<file path="src/hdl/ccrs_pkg.sv">
// Package for the processor control register set: register map, fields, reset values.
// Assumes a 32-bit APB with word-aligned registers.
package ccrs_pkg;
    localparam logic [7:0] OFF_ISTACK   = 8'h00;
    localparam logic [7:0] OFF_USTACK   = 8'h04;
    localparam logic [7:0] OFF_VBASE    = 8'h08;
    localparam logic [7:0] OFF_PC       = 8'h0c;
    localparam logic [7:0] OFF_PSW      = 8'h10;
    localparam logic [7:0] OFF_BK_PC    = 8'h14;
    localparam logic [7:0] OFF_BK_PSW   = 8'h18;
    localparam logic [7:0] OFF_FAST_TGT = 8'h1c;
    localparam logic [7:0] OFF_FSTAT    = 8'h20;
    localparam logic [7:0] OFF_IRQ_ST   = 8'h24;
    localparam logic [7:0] OFF_IRQ_EN   = 8'h28;
    localparam logic [7:0] OFF_IRQ_CL   = 8'h2c;
    // Stack select bit in status word
    localparam int PSW_U_BIT = 17;
    // Float status word fields: cause [6:2], enable [14:10], accumulated [30:26]
    localparam int FP_CAUSE_LSB = 2;
    localparam int FP_EN_LSB    = 10;
    localparam int FP_ACC_LSB   = 26;
    localparam int FP_KINDS     = 5;
    // Interrupt status bits
    localparam int IRQ_FAST_TAKEN = 0;
    localparam int IRQ_FAST_RET   = 1;
    localparam int IRQ_FP_EXC     = 2;
    localparam int IRQ_BITS       = 3;
    localparam logic [31:0] RST_WORD = 32'h0000_0000;
    localparam logic [31:0] RST_PC   = 32'h0000_0000;
endpackage

</file>
<file path="src/hdl/ccrs_fp_flags.sv">
// Floating-point exception flags: cause, accumulated and trap request.
// Assumes one exception report pulse per operation from the pipeline.
`timescale 1ns/1ps
`default_nettype none
module ccrs_fp_flags #(
    parameter int KINDS = ccrs_pkg::FP_KINDS
) (
    // Clock and reset
    input  wire logic             sys_clk,
    input  wire logic             rst_n,
    // Operation result
    input  wire logic             op_done,
    input  wire logic [KINDS-1:0] op_exc,
    input  wire logic [KINDS-1:0] enable,
    // Software write of flags
    input  wire logic             sw_wr,
    input  wire logic [KINDS-1:0] sw_cause,
    input  wire logic [KINDS-1:0] sw_acc,
    // State
    output logic      [KINDS-1:0] cause_ff,
    output logic      [KINDS-1:0] acc_ff,
    output logic                  trap
);
    logic [KINDS-1:0] nxt_cause;
    logic [KINDS-1:0] nxt_acc;
    wire  [KINDS-1:0] hit_en  = op_exc & enable;
    wire  [KINDS-1:0] hit_off = op_exc & ~enable;

    assign trap = op_done & (|hit_en);

    genvar j;
    generate
        for (j = 0; j < KINDS; j++) begin : g_kind
            // New cause on each op; a new event beats a software write
            assign nxt_cause[j] = op_done ? hit_en[j] : (sw_wr ? sw_cause[j] : cause_ff[j]);
            assign nxt_acc[j] = (op_done & hit_off[j]) | (sw_wr ? sw_acc[j] : acc_ff[j]);
        end
    endgenerate

    always_ff @(posedge sys_clk) begin
        if (!rst_n) begin
            cause_ff <= '0;
            acc_ff   <= '0;
        end else begin
            cause_ff <= nxt_cause;
            acc_ff   <= nxt_acc;
        end
    end
endmodule
`default_nettype wire

</file>
<file path="src/hdl/ccrs_irq.sv">
// Sticky event status, enable mask and level interrupt output.
// Assumes events are one-cycle pulses from the register set.
`timescale 1ns/1ps
`default_nettype none
module ccrs_irq #(
    parameter int N = ccrs_pkg::IRQ_BITS
) (
    // Clock and reset
    input  wire logic         sys_clk,
    input  wire logic         rst_n,
    // Events and software control
    input  wire logic [N-1:0] event_in,
    input  wire logic         en_wr,
    input  wire logic         clr_wr,
    input  wire logic [N-1:0] wdata,
    // State
    output logic      [N-1:0] status_ff,
    output logic      [N-1:0] enable_ff,
    output logic              irq
);
    wire [N-1:0] nxt_status = event_in | (status_ff & ~(clr_wr ? wdata : '0));
    wire [N-1:0] nxt_enable = en_wr ? wdata : enable_ff;

    assign irq = |(status_ff & enable_ff);

    always_ff @(posedge sys_clk) begin
        if (!rst_n) begin
            status_ff <= '0;
            enable_ff <= '0;
        end else begin
            status_ff <= nxt_status;
            enable_ff <= nxt_enable;
        end
    end
endmodule
`default_nettype wire

</file>
<file path="src/hdl/ccrs_top.sv">
// Processor control register set: stack pointers, vector base, program
// counter, fast interrupt backup and branch, float status word.
// Assumes pipeline strobes are one-cycle pulses synchronous to sys_clk.
//
// Behaviour
// - Stack pointer access goes to interrupt or user pointer per status bit.
// - General register zero is the active stack pointer.
// - Vector table base register locates interrupt vectors.
// - Program counter holds address of instruction being executed.
// - Fast interrupt copies program counter into backup program counter.
// - Fast interrupt copies status word into backup status word.
// - Backup status word keeps the status word bit layout.
// - Fast interrupt branches to fast interrupt target register.
// - Enabled float exception raises trap and sets cause flag.
// - Masked float exception sets accumulated flag without trap.
// - Accumulated flags hold one until software writes zero.
//
// Chosen here: the register offsets and register access over APB.
`timescale 1ns/1ps
`default_nettype none
module ccrs_top #(
    parameter int AW = 32
) (
    // Clock and reset
    input  wire logic          sys_clk,
    input  wire logic          rst_n,
    // APB slave
    input  wire logic          psel,
    input  wire logic          penable,
    input  wire logic          pwrite,
    input  wire logic [7:0]    paddr,
    input  wire logic [31:0]   pwdata,
    output logic      [31:0]   prdata,
    output logic               pready,
    output logic               pslverr,
    // Pipeline: program counter
    input  wire logic          pc_load,
    input  wire logic [AW-1:0] pc_next,
    // Pipeline: general register zero access
    input  wire logic [3:0]    gpr_sel,
    input  wire logic          gpr_wr,
    input  wire logic [AW-1:0] gpr_wdata,
    output logic      [AW-1:0] sp_rdata,
    output logic               sp_hit,
    // Pipeline: status word update
    input  wire logic          psw_wr,
    input  wire logic [31:0]   psw_wdata,
    // Interrupt controller
    input  wire logic          fast_irq_take,
    input  wire logic          fast_irq_return,
    input  wire logic [7:0]    vec_num,
    output logic      [AW-1:0] vec_addr,
    // Float unit
    input  wire logic          fp_op_done,
    input  wire logic [4:0]    fp_op_exc,
    output logic               fp_trap,
    // Control outputs
    output logic      [AW-1:0] program_counter,
    output logic      [31:0]   processor_status_word,
    output logic      [AW-1:0] active_stack_pointer,
    output logic               irq
);
    localparam int K = ccrs_pkg::FP_KINDS;
    localparam int NI = ccrs_pkg::IRQ_BITS;

    logic [AW-1:0] istack_ff, ustack_ff, vbase_ff, pc_ff, bk_pc_ff, fast_tgt_ff;
    logic [31:0]   psw_ff, bk_psw_ff;
    logic [1:0]    fstat_misc_ff;
    logic [K-1:0]  fp_en_ff, fp_cause, fp_acc;
    logic [NI-1:0] irq_status, irq_enable;

    // APB decode: zero-wait access, write on access phase
    wire apb_acc  = psel & penable;
    wire apb_wr   = apb_acc & pwrite;
    wire wr_istack   = apb_wr & (paddr == ccrs_pkg::OFF_ISTACK);
    wire wr_ustack   = apb_wr & (paddr == ccrs_pkg::OFF_USTACK);
    wire wr_vbase    = apb_wr & (paddr == ccrs_pkg::OFF_VBASE);
    wire wr_pc       = apb_wr & (paddr == ccrs_pkg::OFF_PC);
    wire wr_psw      = apb_wr & (paddr == ccrs_pkg::OFF_PSW);
    wire wr_bk_pc    = apb_wr & (paddr == ccrs_pkg::OFF_BK_PC);
    wire wr_bk_psw   = apb_wr & (paddr == ccrs_pkg::OFF_BK_PSW);
    wire wr_fast_tgt = apb_wr & (paddr == ccrs_pkg::OFF_FAST_TGT);
    wire wr_fstat    = apb_wr & (paddr == ccrs_pkg::OFF_FSTAT);
    wire wr_ien   = apb_wr & (paddr == ccrs_pkg::OFF_IRQ_EN);
    wire wr_iclr  = apb_wr & (paddr == ccrs_pkg::OFF_IRQ_CL);
    wire mapped   = (paddr <= ccrs_pkg::OFF_IRQ_CL) && (paddr[1:0] == 2'b00);

    // Stack select and register-zero routing
    wire use_user  = psw_ff[ccrs_pkg::PSW_U_BIT];
    wire zero_sel  = (gpr_sel == 4'h0);
    wire gpr_sp_wr = gpr_wr & zero_sel;
    assign active_stack_pointer = use_user ? ustack_ff : istack_ff;
    assign sp_rdata = active_stack_pointer;
    assign sp_hit   = zero_sel;

    // Vector lookup: base plus four bytes per vector
    assign vec_addr = vbase_ff + AW'({vec_num, 2'b00});

    // Next values; fast interrupt events beat software and pipeline writes
    wire [AW-1:0] nxt_istack = (gpr_sp_wr & ~use_user) ? gpr_wdata :
                               (wr_istack ? pwdata[AW-1:0] : istack_ff);
    wire [AW-1:0] nxt_ustack = (gpr_sp_wr & use_user) ? gpr_wdata :
                               (wr_ustack ? pwdata[AW-1:0] : ustack_ff);
    wire [AW-1:0] nxt_vbase = wr_vbase ? pwdata[AW-1:0] : vbase_ff;
    wire [AW-1:0] nxt_fast_tgt = wr_fast_tgt ? pwdata[AW-1:0] : fast_tgt_ff;
    wire [AW-1:0] nxt_pc = fast_irq_take   ? fast_tgt_ff :
                           fast_irq_return ? bk_pc_ff :
                           pc_load         ? pc_next :
                           wr_pc           ? pwdata[AW-1:0] : pc_ff;
    wire [31:0] nxt_psw = fast_irq_return ? bk_psw_ff :
                          psw_wr          ? psw_wdata :
                          wr_psw          ? pwdata : psw_ff;
    wire [AW-1:0] nxt_bk_pc = fast_irq_take ? pc_ff :
                              (wr_bk_pc ? pwdata[AW-1:0] : bk_pc_ff);
    // Whole-word copy keeps each bit in place
    wire [31:0] nxt_bk_psw = fast_irq_take ? psw_ff :
                             (wr_bk_psw ? pwdata : bk_psw_ff);
    wire [K-1:0] nxt_fp_en = wr_fstat ? pwdata[ccrs_pkg::FP_EN_LSB +: K] : fp_en_ff;
    wire [1:0] nxt_fstat_misc = wr_fstat ? pwdata[1:0] : fstat_misc_ff;

    always_ff @(posedge sys_clk) begin
        if (!rst_n) begin
            istack_ff     <= '0;
            ustack_ff     <= '0;
            vbase_ff      <= '0;
            fast_tgt_ff   <= '0;
            pc_ff         <= ccrs_pkg::RST_PC[AW-1:0];
            psw_ff        <= ccrs_pkg::RST_WORD;
            bk_pc_ff      <= '0;
            bk_psw_ff     <= ccrs_pkg::RST_WORD;
            fp_en_ff      <= '0;
            fstat_misc_ff <= 2'h0;
        end else begin
            istack_ff     <= nxt_istack;
            ustack_ff     <= nxt_ustack;
            vbase_ff      <= nxt_vbase;
            fast_tgt_ff   <= nxt_fast_tgt;
            pc_ff         <= nxt_pc;
            psw_ff        <= nxt_psw;
            bk_pc_ff      <= nxt_bk_pc;
            bk_psw_ff     <= nxt_bk_psw;
            fp_en_ff      <= nxt_fp_en;
            fstat_misc_ff <= nxt_fstat_misc;
        end
    end

    assign program_counter       = pc_ff;
    assign processor_status_word = psw_ff;

    // Float flags
    ccrs_fp_flags #(.KINDS(K)) u_fp (
        .sys_clk  (sys_clk),
        .rst_n    (rst_n),
        .op_done  (fp_op_done),
        .op_exc   (fp_op_exc),
        .enable   (fp_en_ff),
        .sw_wr    (wr_fstat),
        .sw_cause (pwdata[ccrs_pkg::FP_CAUSE_LSB +: K]),
        .sw_acc   (pwdata[ccrs_pkg::FP_ACC_LSB +: K]),
        .cause_ff (fp_cause),
        .acc_ff   (fp_acc),
        .trap     (fp_trap)
    );

    wire [31:0] fstat_word = {1'b0, fp_acc, 11'h000, fp_en_ff, 3'h0,
                              fp_cause, fstat_misc_ff};

    // Event interrupts
    wire [NI-1:0] irq_events = {fp_trap, fast_irq_return, fast_irq_take};
    ccrs_irq #(.N(NI)) u_irq (
        .sys_clk   (sys_clk),
        .rst_n     (rst_n),
        .event_in  (irq_events),
        .en_wr     (wr_ien),
        .clr_wr    (wr_iclr),
        .wdata     (pwdata[NI-1:0]),
        .status_ff (irq_status),
        .enable_ff (irq_enable),
        .irq       (irq)
    );

    // Read mux
    logic [31:0] rd_word;
    always_comb begin
        rd_word = 32'h0000_0000;
        case (paddr)
            ccrs_pkg::OFF_ISTACK:   rd_word = 32'(istack_ff);
            ccrs_pkg::OFF_USTACK:   rd_word = 32'(ustack_ff);
            ccrs_pkg::OFF_VBASE:    rd_word = 32'(vbase_ff);
            ccrs_pkg::OFF_PC:       rd_word = 32'(pc_ff);
            ccrs_pkg::OFF_PSW:      rd_word = psw_ff;
            ccrs_pkg::OFF_BK_PC:    rd_word = 32'(bk_pc_ff);
            ccrs_pkg::OFF_BK_PSW:   rd_word = bk_psw_ff;
            ccrs_pkg::OFF_FAST_TGT: rd_word = 32'(fast_tgt_ff);
            ccrs_pkg::OFF_FSTAT:    rd_word = fstat_word;
            ccrs_pkg::OFF_IRQ_ST:   rd_word = 32'(irq_status);
            ccrs_pkg::OFF_IRQ_EN:   rd_word = 32'(irq_enable);
            default:                rd_word = 32'h0000_0000;
        endcase
    end

    assign prdata  = rd_word;
    assign pready  = 1'b1;
    assign pslverr = apb_acc & ~mapped;
endmodule
`default_nettype wire

</file>
<file path="config.mk">
export PLATFORM = sky130hd
export DESIGN_NAME = ccrs_top
export DESIGN_NICKNAME = d
export VERILOG_FILES = /design/src/hdl/ccrs_pkg.sv /design/src/hdl/ccrs_fp_flags.sv /design/src/hdl/ccrs_irq.sv /design/src/hdl/ccrs_top.sv
export SDC_FILE = /design/constraint.sdc
export NUM_CORES = 1
export LEC_CHECK = 0
export BUFFER_PORTS_ARGS = -buffer_cell sky130_fd_sc_hd__buf_2
export CAP_MARGIN = 20
export CELL_PAD_IN_SITES_DETAIL_PLACEMENT = 0
export CELL_PAD_IN_SITES_GLOBAL_PLACEMENT = 1
export CORE_AREA = 4 4 208 210
export DETAILED_ROUTE_END_ITERATION = 8
export DIE_AREA = 0 0 212 214
export HOLD_SLACK_MARGIN = 0.05
export PLACE_DENSITY = 0.77
export SETUP_SLACK_MARGIN = 0.4
export SLEW_MARGIN = 20
export SYNTH_ARGS = -nofsm -noshare
export SYNTH_HDL_FRONTEND = slang
export SYNTH_SLANG_ARGS = --single-unit
</file>
<file path="constraint.sdc">
create_clock -name sys_clk -period 3.2 [get_ports sys_clk]
set_input_delay 0.64 -clock sys_clk [delete_from_list [all_inputs] [get_ports sys_clk]]
set_output_delay 0.64 -clock sys_clk [all_outputs]
set_load 0.01 [all_outputs]
</file>
* After elaboration in Yosys (flattened, before gate mapping)
Cells that the tools add are included.
Word-level totals: register bits 279, bits of input ports 164, logic and storage cells 110
Cells by class: $add $sub $neg 1, $lt $le $gt $ge 1, equality and inequality tests 11, mux-type cells 33, bitwise logic cells 37, reductions and logical operators 13
Operators with widths (count):
- 32-bit two-way mux | 16
- 32-bit case mux with 11 select lines | 1
- 32-bit by 10-bit adder with 32-bit output | 1
- 8-bit by 5-bit == test with 1-bit output (second input constant) | 4
- 8-bit by 6-bit == test with 1-bit output (second input constant) | 4
- 1-bit AND | 23
- 8-bit by 4-bit == test with 1-bit output (second input constant) | 2
- 1-bit two-way mux | 15
- 5-bit AND | 2
- 2-bit nonzero test | 5
- 8-bit by 3-bit == test with 1-bit output (second input constant) | 1
- 8-bit by 6-bit <= comparator with 1-bit output (second input constant) | 1
- 8-bit logical NOT | 1
- 3-bit AND | 2
- 5-bit inverter | 1
- 1-bit OR | 5
- 5-bit OR reduction | 1
- 4-bit logical NOT | 1
- 4-bit nonzero test | 1
- 3-bit two-way mux | 1
- 3-bit inverter | 1
- 3-bit OR | 1
- 3-bit nonzero test | 1
- 3-bit OR reduction | 1
- 3 further kinds | 4

* Depth between registers and ports, before layout
Gate-level depths: netlist of the first run.
word-level depth 7, depth in mapped cells 9

* Hierarchy
Synthesis of the first run repeated with hierarchy kept, for this count alone.
Second synthesis, totals: cell total of the unflattened synthesis 1937, area total of the unflattened synthesis 16643.5 um^2
Modules (own cells, without submodules):
- ccrs_top | instances 1, cells an instance 1868, area each 15870.2 um^2
- ccrs_fp_flags | instances 1, cells an instance 46, area each 545.5 um^2
- ccrs_irq | instances 1, cells an instance 23, area each 227.7 um^2

* Worst setup path after synthesis of the first run
Ideal clock, no wire load.
path type input to output, start point input port vec_num[0], end point output port vec_addr[24], arrival 2.389 ns, data required time 2.560 ns, slack 0.171 ns, stages 8, path through ha_1 inv_1 fa_1 nand2b_1 a21o_1 a211oi_2 nand4_1 xnor2_1
On the way: longest elaborated chain between the ends 1
RTL lines:
- start: declaration | RTL line ccrs_top.sv:51 | input wire logic [7:0] vec_num,
- 32-bit by 10-bit adder with 32-bit output | RTL line ccrs_top.sv:97 | assign vec_addr = vbase_ff + AW'({vec_num, 2'b00});
- end: declaration | RTL line ccrs_top.sv:52 | output logic [AW-1:0] vec_addr,
No other way between the ends.

* Final worst setup path of the first run
start point register vbase_ff[2], end point output port vec_addr[24]
On the way: longest elaborated chain between the ends 1
RTL lines:
- start: declaration | RTL line ccrs_top.sv:66 | logic [AW-1:0] istack_ff, ustack_ff, vbase_ff, pc_ff, bk_pc_ff, fast_tgt_ff;
- start signal: assignment | RTL line ccrs_top.sv:136 | vbase_ff <= nxt_vbase;
- 32-bit by 10-bit adder with 32-bit output | RTL line ccrs_top.sv:97
No other way between the ends.

==> results.toml, run 1 <==
[timing]
report.final.hold_viol_count = 0
setup_ws_ps = -189
worstMarginPinSlew_ps = 735
slew_viol_final = 0
tns_ps = -1350
timing.final.crit_share = 1.06
rsz_0062_raised_after_global_routing = "true"
setup_violations = 11
final.min_clock_period_ps = 3390
clock-skew-final_ps = 14.5
max-slew-margin-rel = 0.506
post_route_hold_slack_ps = 412
timing.fmax_mhz = 295

[clock_tree]
clock_tree_root = "clkbuf_16"
cts_made_buffers = 34
cts_tree = "built"
htree_num_levels = 2
cts.hold.buffers_added = 0
clkLatencyLatePin_ps = 520
cts.path.max_buffers = 3
clkTransAtPathRegs_ps = 60
clkSinkCount = 279

[setup_path]
critPathSlowestCell = "dfxtp_4"
cell_by_cell_listing_of_the_critical_path = "ha_4, inv_2, fa_2, nand2b_4, a21o_4, a211oi_4, buf_12, buf_12, nand4_1, xnor2_2, buf_2"
worst_path_dominant_cell_family = "adder cells"
path_common_cell = "buf_12"
timing.critical_path.arrival_ps = 2750
timing.reg2reg.setup_slack_ps = 1410
required_ps = 2560
max_stage_delay_ps = 370
reg2regPathDepth = 5
critical_path.max_fanout = 4
crit_type = "flip-flop to output port"
regToRegStartpoint = "processor_status_word[17]"
timing.rr.end = "ustack_ff[26]"
startpoint_class = "flip-flop"
critical_path.endpoint_type = "output port"
cp_num_buf_inv = 4

[synthesis]
avgSynthCellArea_um2 = 8.60
synth_edf_count = 0
syn_nets = 2135
ys_async_sr_fraction = 0
synth_top_family_by_area = "multiplexers"
ys_warn_count = 0
yosys.area_share.adder = 0.00712
synth_area_um2 = 16900
syn_inst = 1962
yosys-mux-area-fraction = 0.277
post_synth_and_or_nand_nor_area_fraction = 0.136
ys_types = 64
synthXorXnorAreaFrac = 0.0135
synth-seq-cells = 279
synth_compound_area_frac = 0.171
yosysSeqAreaShare = 0.331
synthFlopType = "dfxtp_1"

[worst_hold_path]
worst_hold_path.num_cells = 3
min_delay_worst_endpoint = "istack_ff[8]"
hp-class = "input pin to flip-flop"
min-delay-start = "gpr_wdata[8]"

[detailed_routing]
dr_pass1_iterations = 6
route.detailed.wl_per_inst_um = 24.5
postRouteWirelength_mm = 69.6
detail_routed_via_count_per_cell = 5.77
drcViolationCount = 0
dr_total_vias = 16371
ant_nets = 0
initialDrtViolationCount = 1613

[grt]
antenna_found_initial = 5
number_of_global_route_vias_before_repair = 15838
grt_pass1_wl_mm = 103
pin_count_of_the_biggest_net_entering_global_routing = 114
gr-usage-all-layers = 0.293
globalRoute.totalOverflow = 0

[finish]
finalCoreUtilization = 0.515
mostFrequentLayoutCell = "buf_2"
stdcell_count = 2839
nNetsFinal = 2450
post-route-cell-area_um2 = 21400
most-common-layout-cells = "354 x buf_2, 341 x nand2_1, 271 x mux2i_1, 271 x dfxtp_1, 161 x o21ai_0"
drive_above_1_share = 0.329
areaGrowthSynthToFinish_pct = 26.8

[power]
ir_worst_vdd_v = 0.000372
power.density_cell_area_nw_per_um2 = 401
power.leakage_nw = 9.63
overall_power_after_layout_mw = 8.57

[floorplanning]
die_width_um = 212
boundaryPins = 361
rows = 75
die_area_um2 = 45400
die_h_um = 214
core_area_um2 = 41600
initial_core_util = 0.406

[placement]
dp_hpwl_mm = 49.0
place_ws_ps = -64.9
routabilityCongestion = 0.936
detailed_place.area_um2 = 19400
placed_cells = 2739
placement.io_buffers = 359

[flow_run]
cap_viol_max_count = 0

[run_status]
violations = "setup timing"
status = "finished, violations left"
-- worst min-delay path, cell delays in order --
cell	delay, ps
buf_2	80
o21ai_0	70
a21oi_1	100
-- layout make-up --
class,instances,area (µm²)
Antenna cell,3,7.51
Clock buffer,51,1050
Clock inverter,5,32.5
Fill cell,3965,20200
Inverter,7,28.8
Multi-Input combinational cell,1464,10800
Sequential cell,279,5610
Tap cell,539,674
Timing Repair Buffer,491,3240
-- sequential cells by signal, summed over array words and instances, names as in the netlist --
register,flops
u_fp.acc_ff,5
u_irq.status_ff,3
processor_status_word,32
fp_en_ff,5
u_irq.enable_ff,3
istack_ff,32
bk_pc_ff,32
fstat_misc_ff,2
program_counter,32
bk_psw_ff,32
u_fp.cause_ff,5
fast_tgt_ff,32
vbase_ff,32
ustack_ff,32
-- repair_timing --
| item | 4_1_cts | 5_1_grt |
|---|---|---|
| setup endpoints to repair | 52 | 51 |
| cloned | 2 | 0 |
| setup buffers | 18 | 21 |
| gates resized for setup | 75 | 47 |
| hold endpoints to repair | 0 | 0 |
| pin swaps | 16 | 21 |
-- cell families after synthesis --
family                   Yosys count
XOR/XNOR                          26
multiplexers                     409
AO/OA/AOI/OAI                    481
adder cells (fa/ha/maj)            9
buffers and inverters            219
flip-flops                       279
AND/OR/NAND/NOR                  538
other                              1
-- Yosys cell counts, types with 9 or more instances --
master      n  area share
nand2_1   344       0.077
dfxtp_1   279        0.33
mux2i_1   272        0.16
o21ai_0   170       0.050
a21oi_1   150       0.044
clkbuf_1  116       0.026
nor2_1    104       0.023
mux2_2     68       0.045
buf_4      36       0.016
a22oi_1    31       0.014
buf_2      29      0.0086
mux2_4     29       0.026
a21boi_0   26       0.012
mux4_2     26       0.035
nand3_1    25      0.0074
xnor2_1    23       0.012
a211oi_1   21      0.0093
buf_1      19      0.0042
mux2_1     14      0.0093
o211a_1    13      0.0077
and3_1     12      0.0044
buf_6      12      0.0080
a21boi_1   10      0.0044
nor3_1      9      0.0027
o21a_1      9      0.0040
-- how the worst max path moves through the flow --
stage | startpoint | endpoint | depth (start not counted) | slack [ps]
2_1_floorplan | vec_num[0] | vec_addr[24] | 8 | 260
3_3_place_gp | vec_num[0] | vec_addr[24] | 11 | -20
3_5_place_dp | vec_num[0] | vec_addr[24] | 11 | -60
4_1_cts | vbase_ff[2] | vec_addr[24] | 11 | -180
5_1_grt | vbase_ff[2] | vec_addr[24] | 11 | -280
6_report | vbase_ff[2] | vec_addr[24] | 11 | -190
-- power breakdown --
part	switching (mW)	total (mW)	internal [mW]
Combinational	0.666	1.14	0.474
Clock	1.54	3.79	2.25
Sequential	0.0895	3.64	3.55
Total	2.29	8.57	6.28
-- layer usage --
layer	wire, µm	track usage	up-vias
li1	-	-	7576
met1	30100	0.409	7932
met2	31700	0.460	740
met3	5760	0.0621	119
met4	2010	0.0808	4
met5	21	0	-
Note: power is estimated with default switching activity, not from simulation.
==> run 2: changes to the inputs <==
--- a/config.mk
+++ b/config.mk
@@ -9,11 +9,10 @@
 export CAP_MARGIN = 20
 export CELL_PAD_IN_SITES_DETAIL_PLACEMENT = 0
 export CELL_PAD_IN_SITES_GLOBAL_PLACEMENT = 1
-export CORE_AREA = 4 4 208 210
+export CORE_AREA = 4 4 219 221
 export DETAILED_ROUTE_END_ITERATION = 8
-export DIE_AREA = 0 0 212 214
-export HOLD_SLACK_MARGIN = 0.05
-export PLACE_DENSITY = 0.77
+export DIE_AREA = 0 0 223 225
+export PLACE_DENSITY = 0.73
 export SETUP_SLACK_MARGIN = 0.4
 export SLEW_MARGIN = 20
 export SYNTH_ARGS = -nofsm -noshare
==> constraint.sdc (replaced) <==
create_clock -name sys_clk -period 3.07 [get_ports sys_clk]
set_input_delay 0.614 -clock sys_clk [delete_from_list [all_inputs] [get_ports sys_clk]]
set_output_delay 0.614 -clock sys_clk [all_outputs]
set_load 0.01 [all_outputs]
==> run 2 against run 1 <==
- the flow still finishes with violations (setup timing)
- worst setup slack got worse by 60 ps
- sequential share of layout area is 0.89 points lower
- global-route usage is 1.7 points lower
- worst hold slack worse by 29 ps
- die area up 11%
- clock power up 18%
- core utilization fell by 3.5 points
- first-iteration DRC count shrank 8.1%
- combinational power increased by 9%
- critical path depth is the same
- critical endpoint unchanged
==> results.toml, run 2 (synthesis results as in run 1) <==
[run_status]
status = "finished, violations left"
violations = "setup timing"

[detailed_routing]
initialDrtViolationCount = 1483
route.detailed.wl_per_inst_um = 25.1
ant_nets = 0
detail_routed_via_count_per_cell = 5.63
dr_pass1_iterations = 6
postRouteWirelength_mm = 73.7
dr_total_vias = 16552
drcViolationCount = 0

[placement]
dp_hpwl_mm = 52.0
detailed_place.area_um2 = 19600
place_ws_ps = -137
placement.io_buffers = 359
routabilityCongestion = 0.905

[grt]
pin_count_of_the_biggest_net_entering_global_routing = 114
number_of_global_route_vias_before_repair = 15876
gr-usage-all-layers = 0.276
antenna_found_initial = 6
globalRoute.totalOverflow = 0
grt_pass1_wl_mm = 106

[power]
power.leakage_nw = 9.92
power.density_cell_area_nw_per_um2 = 430
share_seq_of_total_power = 0.399
switchingPower_mw = 2.51
clkPwrFrac = 0.470
power.internal_mw = 7.01
power_frac_comb = 0.130
ir_worst_vdd_v = 0.000385
power_switching_share = 0.263

[finish]
areaGrowthSynthToFinish_pct = 31.3
nNetsFinal = 2477
most-common-layout-cells = "348 x buf_2, 338 x nand2_1, 272 x mux2i_1"
post-route-cell-area_um2 = 22100
final.fill_count = 4441
mostFrequentLayoutCell = "buf_2"
drive_above_1_share = 0.353

[timing]
timing.final.crit_share = 1.08
report.final.hold_viol_count = 0
tns_ps = -1780
max-slew-margin-rel = 0.479
timing.fmax_mhz = 301
worstMarginPinSlew_ps = 782
slew_viol_final = 0
setup_violations = 9
final.min_clock_period_ps = 3320
clock-skew-final_ps = 10.0
setup_ws_ps = -249
post_route_hold_slack_ps = 383
rsz_0062_raised_after_global_routing = "true"

[flow_run]
cap_viol_max_count = 0

[clock_tree]
clkTransAtPathRegs_ps = 60
clock_tree_root = "clkbuf_16"
cts_made_buffers = 35
htree_num_levels = 2
cts_tree = "built"
clkSinkCount = 279
clkLatencyLatePin_ps = 530
cts.path.max_buffers = 3

[setup_path]
crit_type = "flip-flop to output port"
required_ps = 2460
startpoint_class = "flip-flop"
critical_path.endpoint_type = "output port"
critical_path.max_fanout = 5
timing.critical_path.arrival_ps = 2700

[floorplanning]
boundaryPins = 361
die_width_um = 223
initial_core_util = 0.366
core_area_um2 = 46200
die_h_um = 225
die_area_um2 = 50200
rows = 79

[worst_hold_path]
hp-class = "input pin to flip-flop"
-- run 2: cell type report --
type	instances	area, µm²	share of cell area
antenna	3	7.51	0.000339
clock buffer	52	1090	0.0493
clock inverter	9	148	0.00667
inverter	7	28.8	0.00130
multi-input combinational	1464	10900	0.492
sequential	279	5610	0.253
tap	607	759	0.0343
timing repair buffer	517	3600	0.163
-- run 2: layer usage --
| metal | vias to the layer above | track usage | routed length, µm |
|---|---|---|---|
| li1 | 7625 | - | - |
| met1 | 8123 | 0.373 | 31400 |
| met2 | 684 | 0.455 | 34700 |
| met3 | 114 | 0.0478 | 5390 |
| met4 | 6 | 0.0791 | 2130 |
| met5 | - | 0 | 41 |
-- run 2: what timing repair did --
action	CTS	global route
setup buffers	21	23
setup endpoints to repair	100	53
pin swaps	27	38
hold buffers	0	0
resized for setup	109	90
cloned	4	1
-- run 2: path summary, 6_finish.rpt --
| check | endpoint | slack, ps | from | cells after the start |
|---|---|---|---|---|
| setup / recovery | vec_addr[24] | -250 | vbase_ff[2] | 11 |
| setup reg to reg | istack_ff[28] | 1030 | processor_status_word[17] | 6 |
| hold reg to reg | fstat_misc_ff[1] | 460 | fstat_misc_ff[1] | 2 |
| hold / removal | ustack_ff[18] | 380 | gpr_wdata[18] | 3 |
-- run 2: worst max-delay path, cell delays in order (launching register included) --
cell and delay [ps]:
dfxtp_4 370, ha_4 130, inv_2 30, fa_2 320, nand2b_4 150, a21o_4 220
a211oi_4 220, buf_4 160, buf_12 120, nand4_1 130, xnor2_2 160, buf_2 140
-- run 2: stage by stage --
stage / power (mW) / util / cells
global placement: 5.00 / 0.425 / 2825
finish: 9.52 / 0.480 / 2938
CTS: 9.51 / 0.467 / 2911
floorplan: 4.49 / - / 1962
global route: 9.79 / 0.480 / 2936
detailed placement: 5.02 / 0.425 / 2825
-- run 2: power groups by stage --
stage          sequential, mW  combinational, mW  clock (mW)
3_5_place_dp             3.88               1.14           0
3_3_place_gp             3.88               1.12           0
5_1_grt                  3.81               1.32        4.66
4_1_cts                  3.80               1.18        4.53
6_report                 3.80               1.24        4.48
2_1_floorplan            3.86              0.623           0
==> run 3: changes to the inputs <==
--- a/config.mk
+++ b/config.mk
@@ -9,12 +9,13 @@
 export CAP_MARGIN = 20
 export CELL_PAD_IN_SITES_DETAIL_PLACEMENT = 0
 export CELL_PAD_IN_SITES_GLOBAL_PLACEMENT = 1
-export CORE_AREA = 4 4 219 221
+export CORE_AREA = 4 4 218 220
 export DETAILED_ROUTE_END_ITERATION = 8
-export DIE_AREA = 0 0 223 225
+export DIE_AREA = 0 0 222 224
 export PLACE_DENSITY = 0.73
 export SETUP_SLACK_MARGIN = 0.4
 export SLEW_MARGIN = 20
 export SYNTH_ARGS = -nofsm -noshare
 export SYNTH_HDL_FRONTEND = slang
+export SYNTH_HIERARCHICAL = 1
 export SYNTH_SLANG_ARGS = --single-unit
==> run 3 against run 2 <==
- the run still ends with setup timing left
- design area shrank 0.99%
- combinational power is essentially flat
- worst setup slack gained 91 ps
==> results.toml, run 3 <==
[floorplanning]
rows = 78
die_area_um2 = 49700
die_width_um = 222
initial_core_util = 0.368
boundaryPins = 361
core_area_um2 = 45300
die_h_um = 224

[power]
power.density_cell_area_nw_per_um2 = 417
power.leakage_nw = 9.29
power.internal_mw = 6.69
clkPwrFrac = 0.444
switchingPower_mw = 2.46
power_frac_comb = 0.139
ir_worst_vdd_v = 0.000433
power_switching_share = 0.269
overall_power_after_layout_mw = 9.15
share_seq_of_total_power = 0.418

[synthesis]
synth-seq-cells = 279
ys_top_cells_by_count = "279 x dfxtp_1, 264 x nand2_1, 247 x mux2i_1"
avgSynthCellArea_um2 = 8.59
ys_async_sr_fraction = 0
yosysSeqAreaShare = 0.336
syn_nets = 2110
ys_types = 70
synth_largest_type_area_fraction = 0.336
synth_top_cell_by_area = "dfxtp_1"
synth_area_um2 = 16600
synth_top_cells_by_area = "dfxtp_1 34%, mux2i_1 15%, nand2_1 6.0%"
ys_warn_count = 6
synthFlopType = "dfxtp_1"
synth_most_common_cell = "dfxtp_1"
synth_edf_count = 0
syn_inst = 1937

[clock_tree]
clkTransAtPathRegs_ps = 60
cts_tree = "built"
cts.path.max_buffers = 3
htree_num_levels = 1
clock_tree_root = "clkbuf_16"
cts_made_buffers = 31
clkSinkCount = 279
clkLatencyLatePin_ps = 580

[finish]
nNetsFinal = 2455
drive_above_1_share = 0.356
stdcell_count = 2906
final.fill_count = 4353
post-route-cell-area_um2 = 21900
mostFrequentLayoutCell = "buf_2"
areaGrowthSynthToFinish_pct = 31.8
most-common-layout-cells = "345 x buf_2, 266 x dfxtp_1, 258 x nand2_1"
finalCoreUtilization = 0.484

[grt]
globalRoute.totalOverflow = 0
gr-usage-all-layers = 0.277
antenna_found_initial = 6
number_of_global_route_vias_before_repair = 15994
grt_pass1_wl_mm = 106
pin_count_of_the_biggest_net_entering_global_routing = 131

[timing]
rsz_0062_raised_after_global_routing = "true"
setup_ws_ps = -158
report.final.hold_viol_count = 0
final.min_clock_period_ps = 3230
clock-skew-final_ps = 12.7
max-slew-margin-rel = 0.494
timing.fmax_mhz = 310
timing.final.crit_share = 1.05
post_route_hold_slack_ps = 291
setup_violations = 15
tns_ps = -1200
worstMarginPinSlew_ps = 759
slew_viol_final = 0

[setup_path]
critical_path.max_fanout = 5
max_stage_delay_ps = 360
cp_num_buf_inv = 4
required_ps = 2460
critPathSlowestCell = "dfxtp_4"
critical_path.endpoint_type = "output port"
worst_path_dominant_cell_family = "adder cells"
cell_by_cell_listing_of_the_critical_path = "ha_4, inv_2, fa_2, nor2b_4, o2111ai_2, a21oi_2, buf_4, buf_6, o211ai_1, xnor2_1, buf_2"
startpoint_class = "flip-flop"
crit_type = "flip-flop to output port"
timing.critical_path.arrival_ps = 2610

[flow_run]
cap_viol_max_count = 0

[worst_hold_path]
hp-class = "input pin to flip-flop"

[detailed_routing]
initialDrtViolationCount = 1723
dr_pass1_iterations = 8
route.detailed.wl_per_inst_um = 25.5
postRouteWirelength_mm = 74.0
detail_routed_via_count_per_cell = 5.75
ant_nets = 0
drcViolationCount = 0
dr_total_vias = 16713

[placement]
dp_hpwl_mm = 52.3
placed_cells = 2783
detailed_place.area_um2 = 19200
routabilityCongestion = 0.943
place_ws_ps = -40.7
placement.io_buffers = 359

[run_status]
violations = "setup timing"
status = "finished, violations left"
## run 3: changes by cell type after synthesis, sizes merged, moves of 25 or more
| cell | previous run | this run |
|---|---|---|
| a21boi | 36 | 8 |
| a211o | 1 | 32 |
| a211oi | 23 | 85 |
| o21ai | 170 | 74 |
| nor2 | 106 | 211 |
| mux2i | 272 | 247 |
| nand2 | 344 | 265 |
## run 3: worst paths after layout
| check | startpoint | end | slack (ps) | depth (start not counted) |
|---|---|---|---|---|
| worst max-delay path | vbase_ff[2] | vec_addr[26] | -160 | 11 |
| worst min-delay path | gpr_wdata[18] | ustack_ff[18] | 290 | 3 |
| worst max register to register | processor_status_word[17] | ustack_ff[9] | 1030 | 5 |
| worst min register to register | fstat_misc_ff[1] | fstat_misc_ff[1] | 470 | 2 |
## run 3: what timing repair did
item	4_1_cts	5_1_grt
resized for setup	167	88
endpoints found under the setup margin	92	56
pin swaps	50	40
hold buffers	0	0
buffers inserted	42	19
cloned	5	0
## run 3: metal layers
| layer | wire length, µm | GRT usage |
|---|---|---|
| met3 | 5360 | 0.0406 |
| met1 | 32900 | 0.394 |
| met5 | 21 | 0 |
| met4 | 2560 | 0.0922 |
| met2 | 33100 | 0.433 |
## run 3: area by class of cell
cell class                      instances  area [µm²]  share of cell area
Multi-Input combinational cell       1437       10800               0.491
Sequential cell                       279        5610               0.256
Timing Repair Buffer                  521        3640               0.166
Clock buffer                           43         901              0.0411
Tap cell                              600         751              0.0342
Clock inverter                         11         194             0.00884
Inverter                               12        50.0             0.00228
Antenna cell                            3        7.51            0.000342
## run 3: cells by family after synthesis
logic type / synth area share
AO/OA/AOI/OAI: 0.187
XOR/XNOR: 0.0137
adder cells (fa/ha/maj): 0.00722
buffers and inverters: 0.0637
flip-flops: 0.336
multiplexers: 0.255
other: 0.000225
AND/OR/NAND/NOR: 0.138
## run 3: worst min-delay path: cells and delay by family
| kind | cells | cell delay (ps) |
|---|---|---|
| simple gates | 1 | 50 |
| buf+inv | 1 | 110 |
| compound gates | 1 | 50 |
## run 3: power groups by stage
| stage | Sequential (mW) | Clock (mW) | Combinational (mW) |
|---|---|---|---|
| after floorplan | 3.86 | 0 | 0.603 |
| after global placement | 3.89 | 0 | 1.11 |
| after detailed placement | 3.90 | 0 | 1.12 |
| after CTS | 3.81 | 4.10 | 1.22 |
| after global routing | 3.83 | 4.22 | 1.34 |
| final | 3.82 | 4.06 | 1.27 |
